### config.mk
export PLATFORM = sky130hd
export DESIGN_NAME = muxed_bus_host_interface
export DESIGN_NICKNAME = d
export VERILOG_FILES = /design/src/muxed_bus_pkg.sv /design/src/muxed_bus_host_interface.sv
export SDC_FILE = /design/constraint.sdc
export NUM_CORES = 1
export LEC_CHECK = 0
export BUFFER_PORTS_ARGS = -buffer_cell sky130_fd_sc_hd__buf_2
export CAP_MARGIN = 5
export CORE_UTILIZATION = 37
export DETAILED_ROUTE_END_ITERATION = 10
export HOLD_SLACK_MARGIN = 0.05
export PLACE_DENSITY = 0.6
export SYNTH_ARGS = -nofsm -noshare
export SYNTH_HDL_FRONTEND = slang
export SYNTH_SLANG_ARGS = --single-unit
### constraint.sdc
create_clock -name core_clk_i -period 6.8 [get_ports core_clk_i]
set_input_delay 0.34 -clock core_clk_i [delete_from_list [all_inputs] [get_ports core_clk_i]]
set_output_delay 0.34 -clock core_clk_i [all_outputs]
set_load 0.1 [all_outputs]
### src/muxed_bus_pkg.sv
// Constants for the multiplexed host bus interface block.
// Assumes a single 20 MHz core clock; 16 software-visible registers.
package muxed_bus_pkg;
  // ==========================================================================
  // Bus widths and register space
  // ==========================================================================
  localparam int unsigned BUS_W      = 8;            // Shared address/data width
  localparam int unsigned NUM_REGS   = 16;           // Directly addressed registers
  localparam int unsigned ADDR_W     = 4;            // Register index width
  localparam int unsigned NUM_SRC    = 4;            // Interrupt sources
  // ==========================================================================
  // Control register field positions (per interrupt source)
  // ==========================================================================
  localparam int unsigned FLD_PEND   = 5;            // Pending flag, status only
  localparam int unsigned FLD_SERV   = 6;            // Under-service flag
  localparam int unsigned FLD_ENA    = 7;            // Enable flag
  localparam logic [7:0]  CTRL_WMASK = 8'hDF;        // Writable bits of a control register
  localparam logic [3:0]  CTRL_BASE  = 4'h0;         // Control registers start at index 0
  localparam logic [7:0]  REG_RESET  = 8'h00;        // Value of every register after reset
  localparam logic [3:0]  VEC_IDX    = 4'hF;         // Current vector register index
endpackage : muxed_bus_pkg

### src/muxed_bus_host_interface.sv
// Host-facing multiplexed address/data port with interrupt daisy chain.
// Assumes all pins synchronous to core_clk_i and strobes held for whole cycles.
//
// Function
// - One eight-line bus carries address and data
// - Address, acknowledge, low select sampled under address strobe
// - Selected when low select low, high select high
// - Data moves during the data strobe
// - Read/write high reads, low writes
// - Both strobes low together resets device
// - Chain out high only if idle, input high
// - Open-drain interrupt request low while requesting and no source under service
// - Acknowledge input marks an acknowledge cycle
// - Registers and request logic use peripheral clock
// - Registers uniquely addressed, readable, writable except status
// - Each source holds pending, service, enable flags
`timescale 1ns/1ps
`default_nettype none
module muxed_bus_host_interface (
  input  wire logic       core_clk_i,              // Peripheral clock
  input  wire logic       sys_rst_i,               // Async reset, active high
  input  wire logic       clk_en_i,                // Freezes all state while low
  input  wire logic [7:0] muxed_addr_data_i,       // Shared bus, input side
  output logic      [7:0] muxed_addr_data_o,       // Shared bus, output side
  output logic            muxed_addr_data_oe_o,    // High while device drives bus
  input  wire logic       addr_latch_strobe_n_i,   // Address strobe, active low
  input  wire logic       xfer_timing_strobe_n_i,  // Data strobe, active low
  input  wire logic       read_not_write_i,        // High read, low write
  input  wire logic       select_low_in_n_i,       // Chip select, active low
  input  wire logic       select_high_in_i,        // Chip select, active high
  input  wire logic       irq_ack_cycle_n_i,       // Acknowledge cycle, active low
  input  wire logic       prio_chain_in_i,         // Daisy chain input
  output logic            prio_chain_out_o,        // Daisy chain output
  output logic            irq_req_n_o,             // Interrupt request level, active low
  output logic            irq_req_oe_o,            // High while request line pulled low
  input  wire logic [3:0] irq_event_i,             // Source events from the peripheral
  output logic            dev_reset_o              // Strobe-reset indication to the core
);

  // ==========================================================================
  // State
  // ==========================================================================
  typedef enum logic [1:0] {IDLE, ADDR, DATA} phase_t;  // Bus phase states

  phase_t     phase_reg, phase_next;                    // Bus phase
  logic [3:0] addr_reg, addr_next;                      // Latched register index
  logic       sel_reg, sel_next;                        // Latched select
  logic       ack_reg, ack_next;                        // Latched acknowledge
  logic [7:0] regs_q [muxed_bus_pkg::NUM_REGS];         // Register file
  logic [7:0] regs_n [muxed_bus_pkg::NUM_REGS];         // Register file next
  logic [7:0] dout_reg, dout_next;                      // Bus output data
  logic       doe_reg, doe_next;                        // Bus output enable
  logic       ieo_reg, ieo_next;                        // Chain output
  logic       irq_reg, irq_next;                        // Request asserted
  logic       rst_reg, rst_next;                        // Strobe reset flag
  logic       strobe_rst;                               // Both strobes low
  logic       any_req, any_serv;                        // Source summaries

  // Returns true when a source has an enabled pending request and is not under service
  function automatic logic src_req(input logic [7:0] r);
    src_req = r[muxed_bus_pkg::FLD_PEND] & r[muxed_bus_pkg::FLD_ENA] & ~r[muxed_bus_pkg::FLD_SERV];
  endfunction : src_req

  assign strobe_rst = ~addr_latch_strobe_n_i & ~xfer_timing_strobe_n_i;

  // ==========================================================================
  // Next-state logic
  // ==========================================================================
  always_comb begin
    phase_next = phase_reg;
    addr_next  = addr_reg;
    sel_next   = sel_reg;
    ack_next   = ack_reg;
    dout_next  = dout_reg;
    doe_next   = 1'b0;
    rst_next   = strobe_rst;
    any_req    = 1'b0;
    any_serv   = 1'b0;
    for (int i = 0; i < muxed_bus_pkg::NUM_REGS; i++) begin
      regs_n[i] = regs_q[i];
    end
    // Hardware events set pending flags; software writes leave them unchanged
    for (int i = 0; i < muxed_bus_pkg::NUM_SRC; i++) begin
      any_req  = any_req | src_req(regs_q[i]);
      any_serv = any_serv | regs_q[i][muxed_bus_pkg::FLD_SERV];
    end
    // Sample index, low select and acknowledge only while the address strobe is low;
    // once the strobe has risen the shared lines already carry write data
    if (!addr_latch_strobe_n_i) begin
      addr_next = muxed_addr_data_i[3:0];
      sel_next  = ~select_low_in_n_i;
      ack_next  = ~irq_ack_cycle_n_i;
    end
    case (phase_reg)
      IDLE: begin
        // Address strobe low opens a transfer
        if (!addr_latch_strobe_n_i) begin
          phase_next = ADDR;
        end
      end
      ADDR: begin
        // Last sample taken under the strobe is held for the data phase
        if (addr_latch_strobe_n_i) begin
          phase_next = DATA;
        end
      end
      default: begin
        // Data phase: transfers only when selected and the data strobe is low
        if (!addr_latch_strobe_n_i) begin
          phase_next = ADDR;
        end else if (!xfer_timing_strobe_n_i && sel_reg && select_high_in_i) begin
          if (ack_reg) begin
            // Acknowledge cycle: the current vector answers
            dout_next = regs_q[muxed_bus_pkg::VEC_IDX];
            doe_next  = prio_chain_in_i;
          end else if (read_not_write_i) begin
            dout_next = regs_q[addr_reg];
            doe_next  = 1'b1;
          end else if (addr_reg < muxed_bus_pkg::CTRL_BASE + 4'(muxed_bus_pkg::NUM_SRC)) begin
            // Control registers: pending flag is status only
            regs_n[addr_reg] = (muxed_addr_data_i & muxed_bus_pkg::CTRL_WMASK)
                             | (regs_q[addr_reg] & ~muxed_bus_pkg::CTRL_WMASK);
          end else begin
            regs_n[addr_reg] = muxed_addr_data_i;
          end
        end
      end
    endcase
    for (int i = 0; i < muxed_bus_pkg::NUM_SRC; i++) begin
      if (irq_event_i[i]) begin
        regs_n[i][muxed_bus_pkg::FLD_PEND] = 1'b1;
      end
    end
    // Acknowledge with chain input high puts every requesting source under service
    if (phase_reg == DATA && ack_reg && prio_chain_in_i && !xfer_timing_strobe_n_i && !doe_reg) begin
      for (int i = 0; i < muxed_bus_pkg::NUM_SRC; i++) begin
        if (src_req(regs_q[i])) begin
          regs_n[i][muxed_bus_pkg::FLD_SERV] = 1'b1;
        end
      end
    end
    // Chain out: idle, and request checked only in acknowledge cycles
    ieo_next = prio_chain_in_i & ~any_serv & ~(ack_reg & any_req);
    irq_next = any_req & ~any_serv;
  end

  // ==========================================================================
  // Registers, clocked from the peripheral clock
  // ==========================================================================
  always_ff @(posedge core_clk_i or posedge sys_rst_i) begin
    if (sys_rst_i) begin
      phase_reg <= IDLE;
      addr_reg  <= 4'h0;
      sel_reg   <= 1'b0;
      ack_reg   <= 1'b0;
      dout_reg  <= 8'h00;
      doe_reg   <= 1'b0;
      ieo_reg   <= 1'b0;
      irq_reg   <= 1'b0;
      rst_reg   <= 1'b0;
      for (int i = 0; i < muxed_bus_pkg::NUM_REGS; i++) begin
        regs_q[i] <= muxed_bus_pkg::REG_RESET;
      end
    end else if (clk_en_i) begin
      if (strobe_rst) begin
        // Whole-device reset from the illegal strobe combination
        phase_reg <= IDLE;
        addr_reg  <= 4'h0;
        sel_reg   <= 1'b0;
        ack_reg   <= 1'b0;
        dout_reg  <= 8'h00;
        doe_reg   <= 1'b0;
        ieo_reg   <= 1'b0;
        irq_reg   <= 1'b0;
        for (int i = 0; i < muxed_bus_pkg::NUM_REGS; i++) begin
          regs_q[i] <= muxed_bus_pkg::REG_RESET;
        end
      end else begin
        phase_reg <= phase_next;
        addr_reg  <= addr_next;
        sel_reg   <= sel_next;
        ack_reg   <= ack_next;
        dout_reg  <= dout_next;
        doe_reg   <= doe_next;
        ieo_reg   <= ieo_next;
        irq_reg   <= irq_next;
        for (int i = 0; i < muxed_bus_pkg::NUM_REGS; i++) begin
          regs_q[i] <= regs_n[i];
        end
      end
      // Strobe-reset indication follows the strobes, also during that reset
      rst_reg  <= rst_next;
    end
  end

  // Output drive straight from flip-flops; request level tied low
  assign muxed_addr_data_o    = dout_reg;
  assign muxed_addr_data_oe_o = doe_reg;
  assign prio_chain_out_o     = ieo_reg;
  assign irq_req_n_o          = 1'b0;                                   // Open drain: low when driven
  assign irq_req_oe_o         = irq_reg;
  assign dev_reset_o          = rst_reg;

  // ==========================================================================
  // Assertions
  // ==========================================================================
  property p_strobe_reset;
    @(posedge core_clk_i) disable iff (sys_rst_i)
      (clk_en_i && strobe_rst) |=> (!muxed_addr_data_oe_o && !irq_req_oe_o && dev_reset_o);
  endproperty
  a_strobe_reset: assert property (p_strobe_reset) else $error("strobe reset ignored");

  property p_chain_in_low;
    @(posedge core_clk_i) disable iff (sys_rst_i)
      (clk_en_i && !prio_chain_in_i && !strobe_rst) |=> !prio_chain_out_o;
  endproperty
  a_chain_in_low: assert property (p_chain_in_low) else $error("chain out high with input low");

  property p_serv_blocks;
    @(posedge core_clk_i) disable iff (sys_rst_i)
      (clk_en_i && any_serv && !strobe_rst) |=> !prio_chain_out_o;
  endproperty
  a_serv_blocks: assert property (p_serv_blocks) else $error("chain out high under service");

  property p_irq_level;
    @(posedge core_clk_i) disable iff (sys_rst_i)
      (clk_en_i && !strobe_rst) |=> (irq_req_oe_o == $past(any_req && !any_serv));
  endproperty
  a_irq_level: assert property (p_irq_level) else $error("request line wrong");

  property p_no_drive_write;
    @(posedge core_clk_i) disable iff (sys_rst_i)
      (clk_en_i && !read_not_write_i && !ack_reg) |=> !muxed_addr_data_oe_o;
  endproperty
  a_no_drive_write: assert property (p_no_drive_write) else $error("bus driven on write");

  property p_drive_needs_ds;
    @(posedge core_clk_i) disable iff (sys_rst_i)
      $rose(muxed_addr_data_oe_o) |-> $past(!xfer_timing_strobe_n_i && sel_reg && select_high_in_i);
  endproperty
  a_drive_needs_ds: assert property (p_drive_needs_ds) else $error("bus driven outside strobe");

  property p_addr_hold;
    @(posedge core_clk_i) disable iff (sys_rst_i)
      (phase_reg == DATA && addr_latch_strobe_n_i && !strobe_rst) |=> $stable(addr_reg);
  endproperty
  a_addr_hold: assert property (p_addr_hold) else $error("address changed in data phase");

  property p_addr_sample;
    @(posedge core_clk_i) disable iff (sys_rst_i)
      (clk_en_i && !addr_latch_strobe_n_i && !strobe_rst) |=>
        (sel_reg == $past(!select_low_in_n_i) && addr_reg == $past(muxed_addr_data_i[3:0])
         && ack_reg == $past(!irq_ack_cycle_n_i));
  endproperty
  a_addr_sample: assert property (p_addr_sample) else $error("select not sampled");

  property p_event_sets;
    @(posedge core_clk_i) disable iff (sys_rst_i)
      (clk_en_i && irq_event_i[0] && !strobe_rst) |=> regs_q[0][muxed_bus_pkg::FLD_PEND];
  endproperty
  a_event_sets: assert property (p_event_sets) else $error("pending flag not set");

  property p_read_drive;
    @(posedge core_clk_i) disable iff (sys_rst_i)
      (clk_en_i && phase_reg == DATA && addr_latch_strobe_n_i && !xfer_timing_strobe_n_i && sel_reg
       && select_high_in_i && !ack_reg && read_not_write_i) |=> muxed_addr_data_oe_o;
  endproperty
  a_read_drive: assert property (p_read_drive) else $error("read not answered");

  property p_ack_vector;
    @(posedge core_clk_i) disable iff (sys_rst_i)
      (clk_en_i && phase_reg == DATA && addr_latch_strobe_n_i && !xfer_timing_strobe_n_i && sel_reg
       && select_high_in_i && ack_reg && prio_chain_in_i)
      |=> (muxed_addr_data_oe_o && muxed_addr_data_o == $past(regs_q[muxed_bus_pkg::VEC_IDX]));
  endproperty
  a_ack_vector: assert property (p_ack_vector) else $error("vector not returned");

  property p_ack_chain_low;
    @(posedge core_clk_i) disable iff (sys_rst_i)
      (clk_en_i && ack_reg && !prio_chain_in_i) |=> !muxed_addr_data_oe_o;
  endproperty
  a_ack_chain_low: assert property (p_ack_chain_low) else $error("acknowledge answered with chain low");

  property p_unselected;
    @(posedge core_clk_i) disable iff (sys_rst_i)
      (clk_en_i && !(sel_reg && select_high_in_i)) |=> !muxed_addr_data_oe_o;
  endproperty
  a_unselected: assert property (p_unselected) else $error("bus driven while unselected");

  property p_pend_status;
    @(posedge core_clk_i) disable iff (sys_rst_i)
      $rose(regs_q[0][muxed_bus_pkg::FLD_PEND]) |-> $past(irq_event_i[0]);
  endproperty
  a_pend_status: assert property (p_pend_status) else $error("pending flag written");

  property p_ack_serv;
    @(posedge core_clk_i) disable iff (sys_rst_i)
      (clk_en_i && phase_reg == DATA && ack_reg && prio_chain_in_i && !xfer_timing_strobe_n_i && !doe_reg
       && !strobe_rst && src_req(regs_q[2])) |=> regs_q[2][muxed_bus_pkg::FLD_SERV];
  endproperty
  a_ack_serv: assert property (p_ack_serv) else $error("acknowledged source not under service");

  c_read:  cover property (@(posedge core_clk_i) muxed_addr_data_oe_o && !ack_reg);
  c_ack:   cover property (@(posedge core_clk_i) muxed_addr_data_oe_o && ack_reg);
  c_irq:   cover property (@(posedge core_clk_i) irq_req_oe_o);
  c_sreset: cover property (@(posedge core_clk_i) dev_reset_o);
  c_write:  cover property (@(posedge core_clk_i) phase_reg == DATA && !xfer_timing_strobe_n_i && !read_not_write_i);

endmodule : muxed_bus_host_interface
`default_nettype wire

# After elaboration in Yosys (flattened, before gate mapping)
# Cells that the tools add are included.
dict set report op_classes {
  n_lt_le_gt_ge 3
  shifts 0
  bitwise_logic 31
  mux 50
  eq_ne 20
  div_mod_pow 0
  n_addsub 0
  n_reduce_logical 30
  mul 0
}
# op n
set op_table {}
lappend op_table {{128-bit 2-to-1 mux} 7}
lappend op_table {{128-bit bitwise mux} 2}
lappend op_table {{8-bit 2-to-1 mux} 9}
lappend op_table {{8-bit binary-select mux with 4-bit select} 1}
lappend op_table {{8-bit demux with 4-bit select} 1}
lappend op_table {{6-bit AND reduction} 5}
lappend op_table {{3-bit by 1-bit != test with 1-bit output, second input constant} 9}
lappend op_table {{3-bit nonzero test} 9}
lappend op_table {{1-bit 2-to-1 mux} 24}
lappend op_table {{1-bit bitwise AND} 13}
lappend op_table {{3-bit by 2-bit != test with 1-bit output, second input constant} 4}
lappend op_table {{1-bit NOT} 10}
lappend op_table {{2-bit 2-to-1 mux} 4}
lappend op_table {{4-bit 2-to-1 mux} 2}
lappend op_table {{2-bit by 1-bit != test with 1-bit output, second input constant} 4}
lappend op_table {{8-bit by 6-bit bitwise OR with 8-bit output} 1}
lappend op_table {{1-bit logical AND} 7}
lappend op_table {{1-bit bitwise OR} 6}
lappend op_table {{5-bit >= comparator, second input constant} 1}
lappend op_table {{5-bit by 1-bit < comparator with 1-bit output, second input constant} 1}
lappend op_table {{4-bit NOT with 5-bit output} 1}
lappend op_table {{5-bit AND reduction} 1}
lappend op_table {{4-bit by 3-bit < comparator with 1-bit output, second input constant} 1}
lappend op_table {{2-bit nonzero test} 2}
lappend op_table {{8 further kinds} 9}
dict set report word_totals {
  mem_count 0
  mem_bits_ro 0
  register_bits 148
  mem_bits_rw 0
  out_inout_bits 13
  latch_bits 0
}

# Logic depth before layout (Yosys ltp)
dict set report depth {
  ltp_word 15
  mapped_depth 8
  ltp_nobuf 5
}

# Worst setup path after synthesis
# Ideal clock, no wire load.
dict set report synth_path {
  path_kind {input -> register}
  from {input port addr_latch_strobe_n_i}
  to {register regs_q[0] (netlist bit)}
  path_stages 6
  path_slack_ps 4917
  arrival_ps 1758
  cell_sequence {buf_2 and4_1 and3_1 buf_2 a21oi_2 mux2_2}
}
dict set report synth_via {
  elab_chain_cells 4
}
# element line
set synth_lines {}
lappend synth_lines {{from (decl)} muxed_bus_host_interface.sv:26} ;# input wire logic addr_latch_strobe_n_i,
lappend synth_lines {{1-bit NOT} muxed_bus_host_interface.sv:64} ;# assign strobe_rst = ~addr_latch_strobe_n_i & ~xfer_timing_strobe_n_i;
lappend synth_lines {{1-bit bitwise AND} muxed_bus_host_interface.sv:64}
lappend synth_lines {{2-bit by 1-bit != test with 1-bit output (no line) or 2-bit nonzero test (tied branches)} n/a}
lappend synth_lines {{6-bit AND reduction (no line)} n/a}
lappend synth_lines {{to (signal, indexed assignment)} muxed_bus_host_interface.sv:162} ;# regs_q[i] <= muxed_bus_pkg::REG_RESET;
lappend synth_lines {{to (signal, indexed assignment)} muxed_bus_host_interface.sv:176} ;# regs_q[i] <= muxed_bus_pkg::REG_RESET;
lappend synth_lines {{to (signal, indexed assignment)} muxed_bus_host_interface.sv:188} ;# regs_q[i] <= regs_n[i];
lappend synth_lines {{to (decl)} muxed_bus_host_interface.sv:49} ;# logic [7:0] regs_q [muxed_bus_pkg::NUM_REGS];
# Parallel ways exist; a longest one is shown, timed or not.
# A chain may end at the register's enable or synchronous reset.

# Worst setup path after layout
dict set report layout_path {
  from {register ack_reg}
  to {register regs_q[119] (netlist bit)}
}
dict set report layout_via {
  elab_chain_cells 2
}
# element line
set layout_lines {}
lappend layout_lines {{from (decl)} muxed_bus_host_interface.sv:48} ;# logic ack_reg, ack_next;
lappend layout_lines {{from (signal assigned)} muxed_bus_host_interface.sv:182} ;# ack_reg <= ack_next;
lappend layout_lines {{2-bit by 1-bit != test with 1-bit output (no line)} n/a}
lappend layout_lines {{6-bit AND reduction (no line)} n/a}
# Every way passes these cells.

==> reports/qor.yml <==
cp.required_ps: 7160
postRouteAntennaNets: 0
r2r-end: "regs_q[119]"
cts_sinks: 148
clk_pin_slew_ps: 60
fillers: 1798
num_antenna_cells: 0
max-cap-violations: 0
grt_pass1_vias: 5446
setup-tns-final_ps: 0
seqPwrFrac_pct: 43.9
place_congestion: 0.859
die_area_um2: 20300
ys_async_sr_fraction_pct: 100
setup-violations-final: 0
routedWlPerCell_um: 22.7
grtUsageMet1_pct: 30.8
final_max_slew_viol_count: 0
start_util_pct: 38.3
hold_viol: 0
fp-row-count: 50
ys_seq_elements: 148
syn_avg_cell_area_um2: 11.8
cellLeakagePower_nw: 3.59
p_per_area_nw_per_um2: 254
vdd_drop_max_mv: 0.219
pwr-share-comb_pct: 8.6
postPlaceCellArea_um2: 7620
synth-main-ff-cell: "dfrtp_1"
grt_start_max_net_pins: 76
most-common-layout-cells: "dfrtp_1 (146), a22o_1 (70), nand2_1 (51), nor2_1 (48), buf_2 (33)"
syn-num-nets: 638
reg2reg_slack_ps: 3030
drc: 0
synth-seq-area-share_pct: 50.8
via_count: 5459
overflow: 0
port_buffers: 33
grtUsageMet3_pct: 4.24
grt_setup_unrepaired: "no"
h-tree-depth: 4
synth-edff-count: 0
drtPass1Iterations: 5
syn2layout_area_growth_pct: 13.1
critPathArrivalTime_ps: 4130
ff2ff_path_depth: 4
clk_latency_ps: 430
grt_usage_pct: 21.8
synthesis.area_um2: 7290
p_sw_mw: 0.526
pre_cts_ws_ps: 3140
cts_tree: "done"
critPathMaxFanout: 24
grt_pass1_wl_um: 32800
largest_reg_flops: 128
yosysUniqueCellTypes: 54
r2r_start: "ack_reg"
drive_gt1_share_pct: 23.1
cts_root_buf: "clkbuf_16"
syn_inst: 616
startpoint_type: "flop"
pwr-share-clk_pct: 47.5
ys_warn_count: 0
viasPerCell: 6.01
crit_start: "ack_reg"
numCtsBuffers: 17
wl_um: 20600
cp-end-kind: "flop"
setup_ws_ps: 3030
clock_skew_ps: 10.5
layout_commonest_cell: "dfrtp_1"
die_h_um: 142
crit_type: "reg2reg"
period_share_pct: 55.4
period_minus_slack_ps: 3770
worstMarginPinSlew_ps: 1320
clock.fmax_mhz: 266
fin_area_um2: 8250
met2_usage_pct: 32.9
hpwl_um: 13700
core_um2: 19000
antenna_found_initial: 0
status: "finished, final reports clean"
swShare_pct: 25.1
die_w_um: 142
top_usage_layer: "met2"
ctsResizeCount: 0
clockBufferDepth: 2
hold_path_class: "in2reg"
power.internal_mw: 1.57
nets: 657
slew_headroom_pct: 11.6
ios: 35
worstSetupEndpoint: "regs_q[119]"
drtIter0Drc: 528
==> repair_timing <==
item,in CTS,in global routing
buffers inserted,0,0
hold buffers,1,0
endpoints found under the hold margin,25,0
==> layout make-up <==
type	instances	area [um2]	area share, %
timing repair buffer	39	213	2.58
inverter	13	53.8	0.652
multi-input combinational	416	3330	40.3
clock inverter	7	119	1.44
tap	260	325	3.94
clock buffer	25	505	6.13
sequential	148	3710	44.9
==> cell families (layout without fill, tap and decap cells) <==
family                 count (synthesis)  count (layout)  synth area share (%)
muxes                                 76              76                  15.3
and+or+nand+nor                      162             162                  11.0
other                                  1               1                0.0514
AOI/OAI and AO/OA                    177             177                  19.3
buffers and inverters                 52              84                  3.59
DFF                                  148             148                  50.8
==> layer usage <==
| layer | share of wire [%] | vias to the layer above | wire [um] |
|---|---|---|---|
| met2 | 45 | 217 | 9360 |
| met4 | 2.8 | 0 | 572 |
| met1 | 46 | 2815 | 9420 |
| met3 | 6.1 | 39 | 1260 |
| met5 | 0 | - | 0 |
| li1 | - | 2388 | - |
==> power by group through the flow <==
stage / clock [mW] / combinational, mW / sequential [mW]
final: 0.994 / 0.180 / 0.919
after global routing: 1.04 / 0.194 / 0.921
after CTS: 1.01 / 0.180 / 0.918
after detailed placement: 0 / 0.180 / 0.934
after global placement: 0 / 0.178 / 0.933
after floorplan: 0 / 0.134 / 0.925
==> worst max-delay path, stage by stage, from the launching register on <==
cell and delay, ps:
dfrtp_1 700, nor2_1 760, nand3_1 1100, o21ai_1 920, a22o_1 220
==> Yosys cell counts (3+ instances only) <==
cell type / instances / area [um2]
mux2i_1: 19 / 190
nand2_1: 51 / 191
buf_4: 9 / 67.6
o31ai_1: 10 / 75.1
a21oi_1: 16 / 80.1
nand3_1: 9 / 45.0
o22ai_1: 9 / 56.3
buf_1: 3 / 11.3
a22oi_1: 5 / 37.5
a32o_1: 17 / 170
nor3_1: 10 / 50.1
nand2b_1: 6 / 37.5
o21ai_0: 13 / 65.1
o21ai_2: 7 / 61.3
inv_1: 12 / 45.0
and2_1: 4 / 25.0
nor3_2: 6 / 60.1
nor4_1: 4 / 25.0
mux4_2: 25 / 563
dfrtp_1: 148 / 3700
and3_1: 3 / 18.8
a211oi_1: 5 / 37.5
o2bb2ai_1: 5 / 43.8
a21boi_0: 3 / 22.5
nand4_1: 5 / 31.3
buf_2: 14 / 70.1
o21ai_1: 5 / 25.0
mux2_2: 32 / 360
a22o_1: 70 / 613
clkbuf_1: 11 / 41.3
nor2b_1: 3 / 18.8
nor2_1: 48 / 180
==> metrics by stage <==
step / hold slack, ps / cells / util, % / total power [mW]
finish: 94.6 / 908 / 43.4 / 2.09
global route: 83.6 / 908 / 43.4 / 2.16
CTS: 80.5 / 908 / 43.4 / 2.10
detailed placement: 466 / 875 / 40.0 / 1.11
global placement: 455 / 875 / 40.0 / 1.11
floorplan: 438 / 616 / - / 1.06
==> worst min-delay path by stage <==
stage	startpoint	to	slack (ps)	cells past startpoint
finish	select_low_in_n_i	sel_reg	90	2
global route	select_low_in_n_i	sel_reg	80	2
CTS	select_low_in_n_i	sel_reg	80	2
detailed placement	regs_q[41]	regs_q[41]	470	2
global placement	regs_q[47]	regs_q[47]	460	2
floorplan	irq_ack_cycle_n_i	ack_reg	440	1
Note: power is estimated with default switching activity, not from simulation.
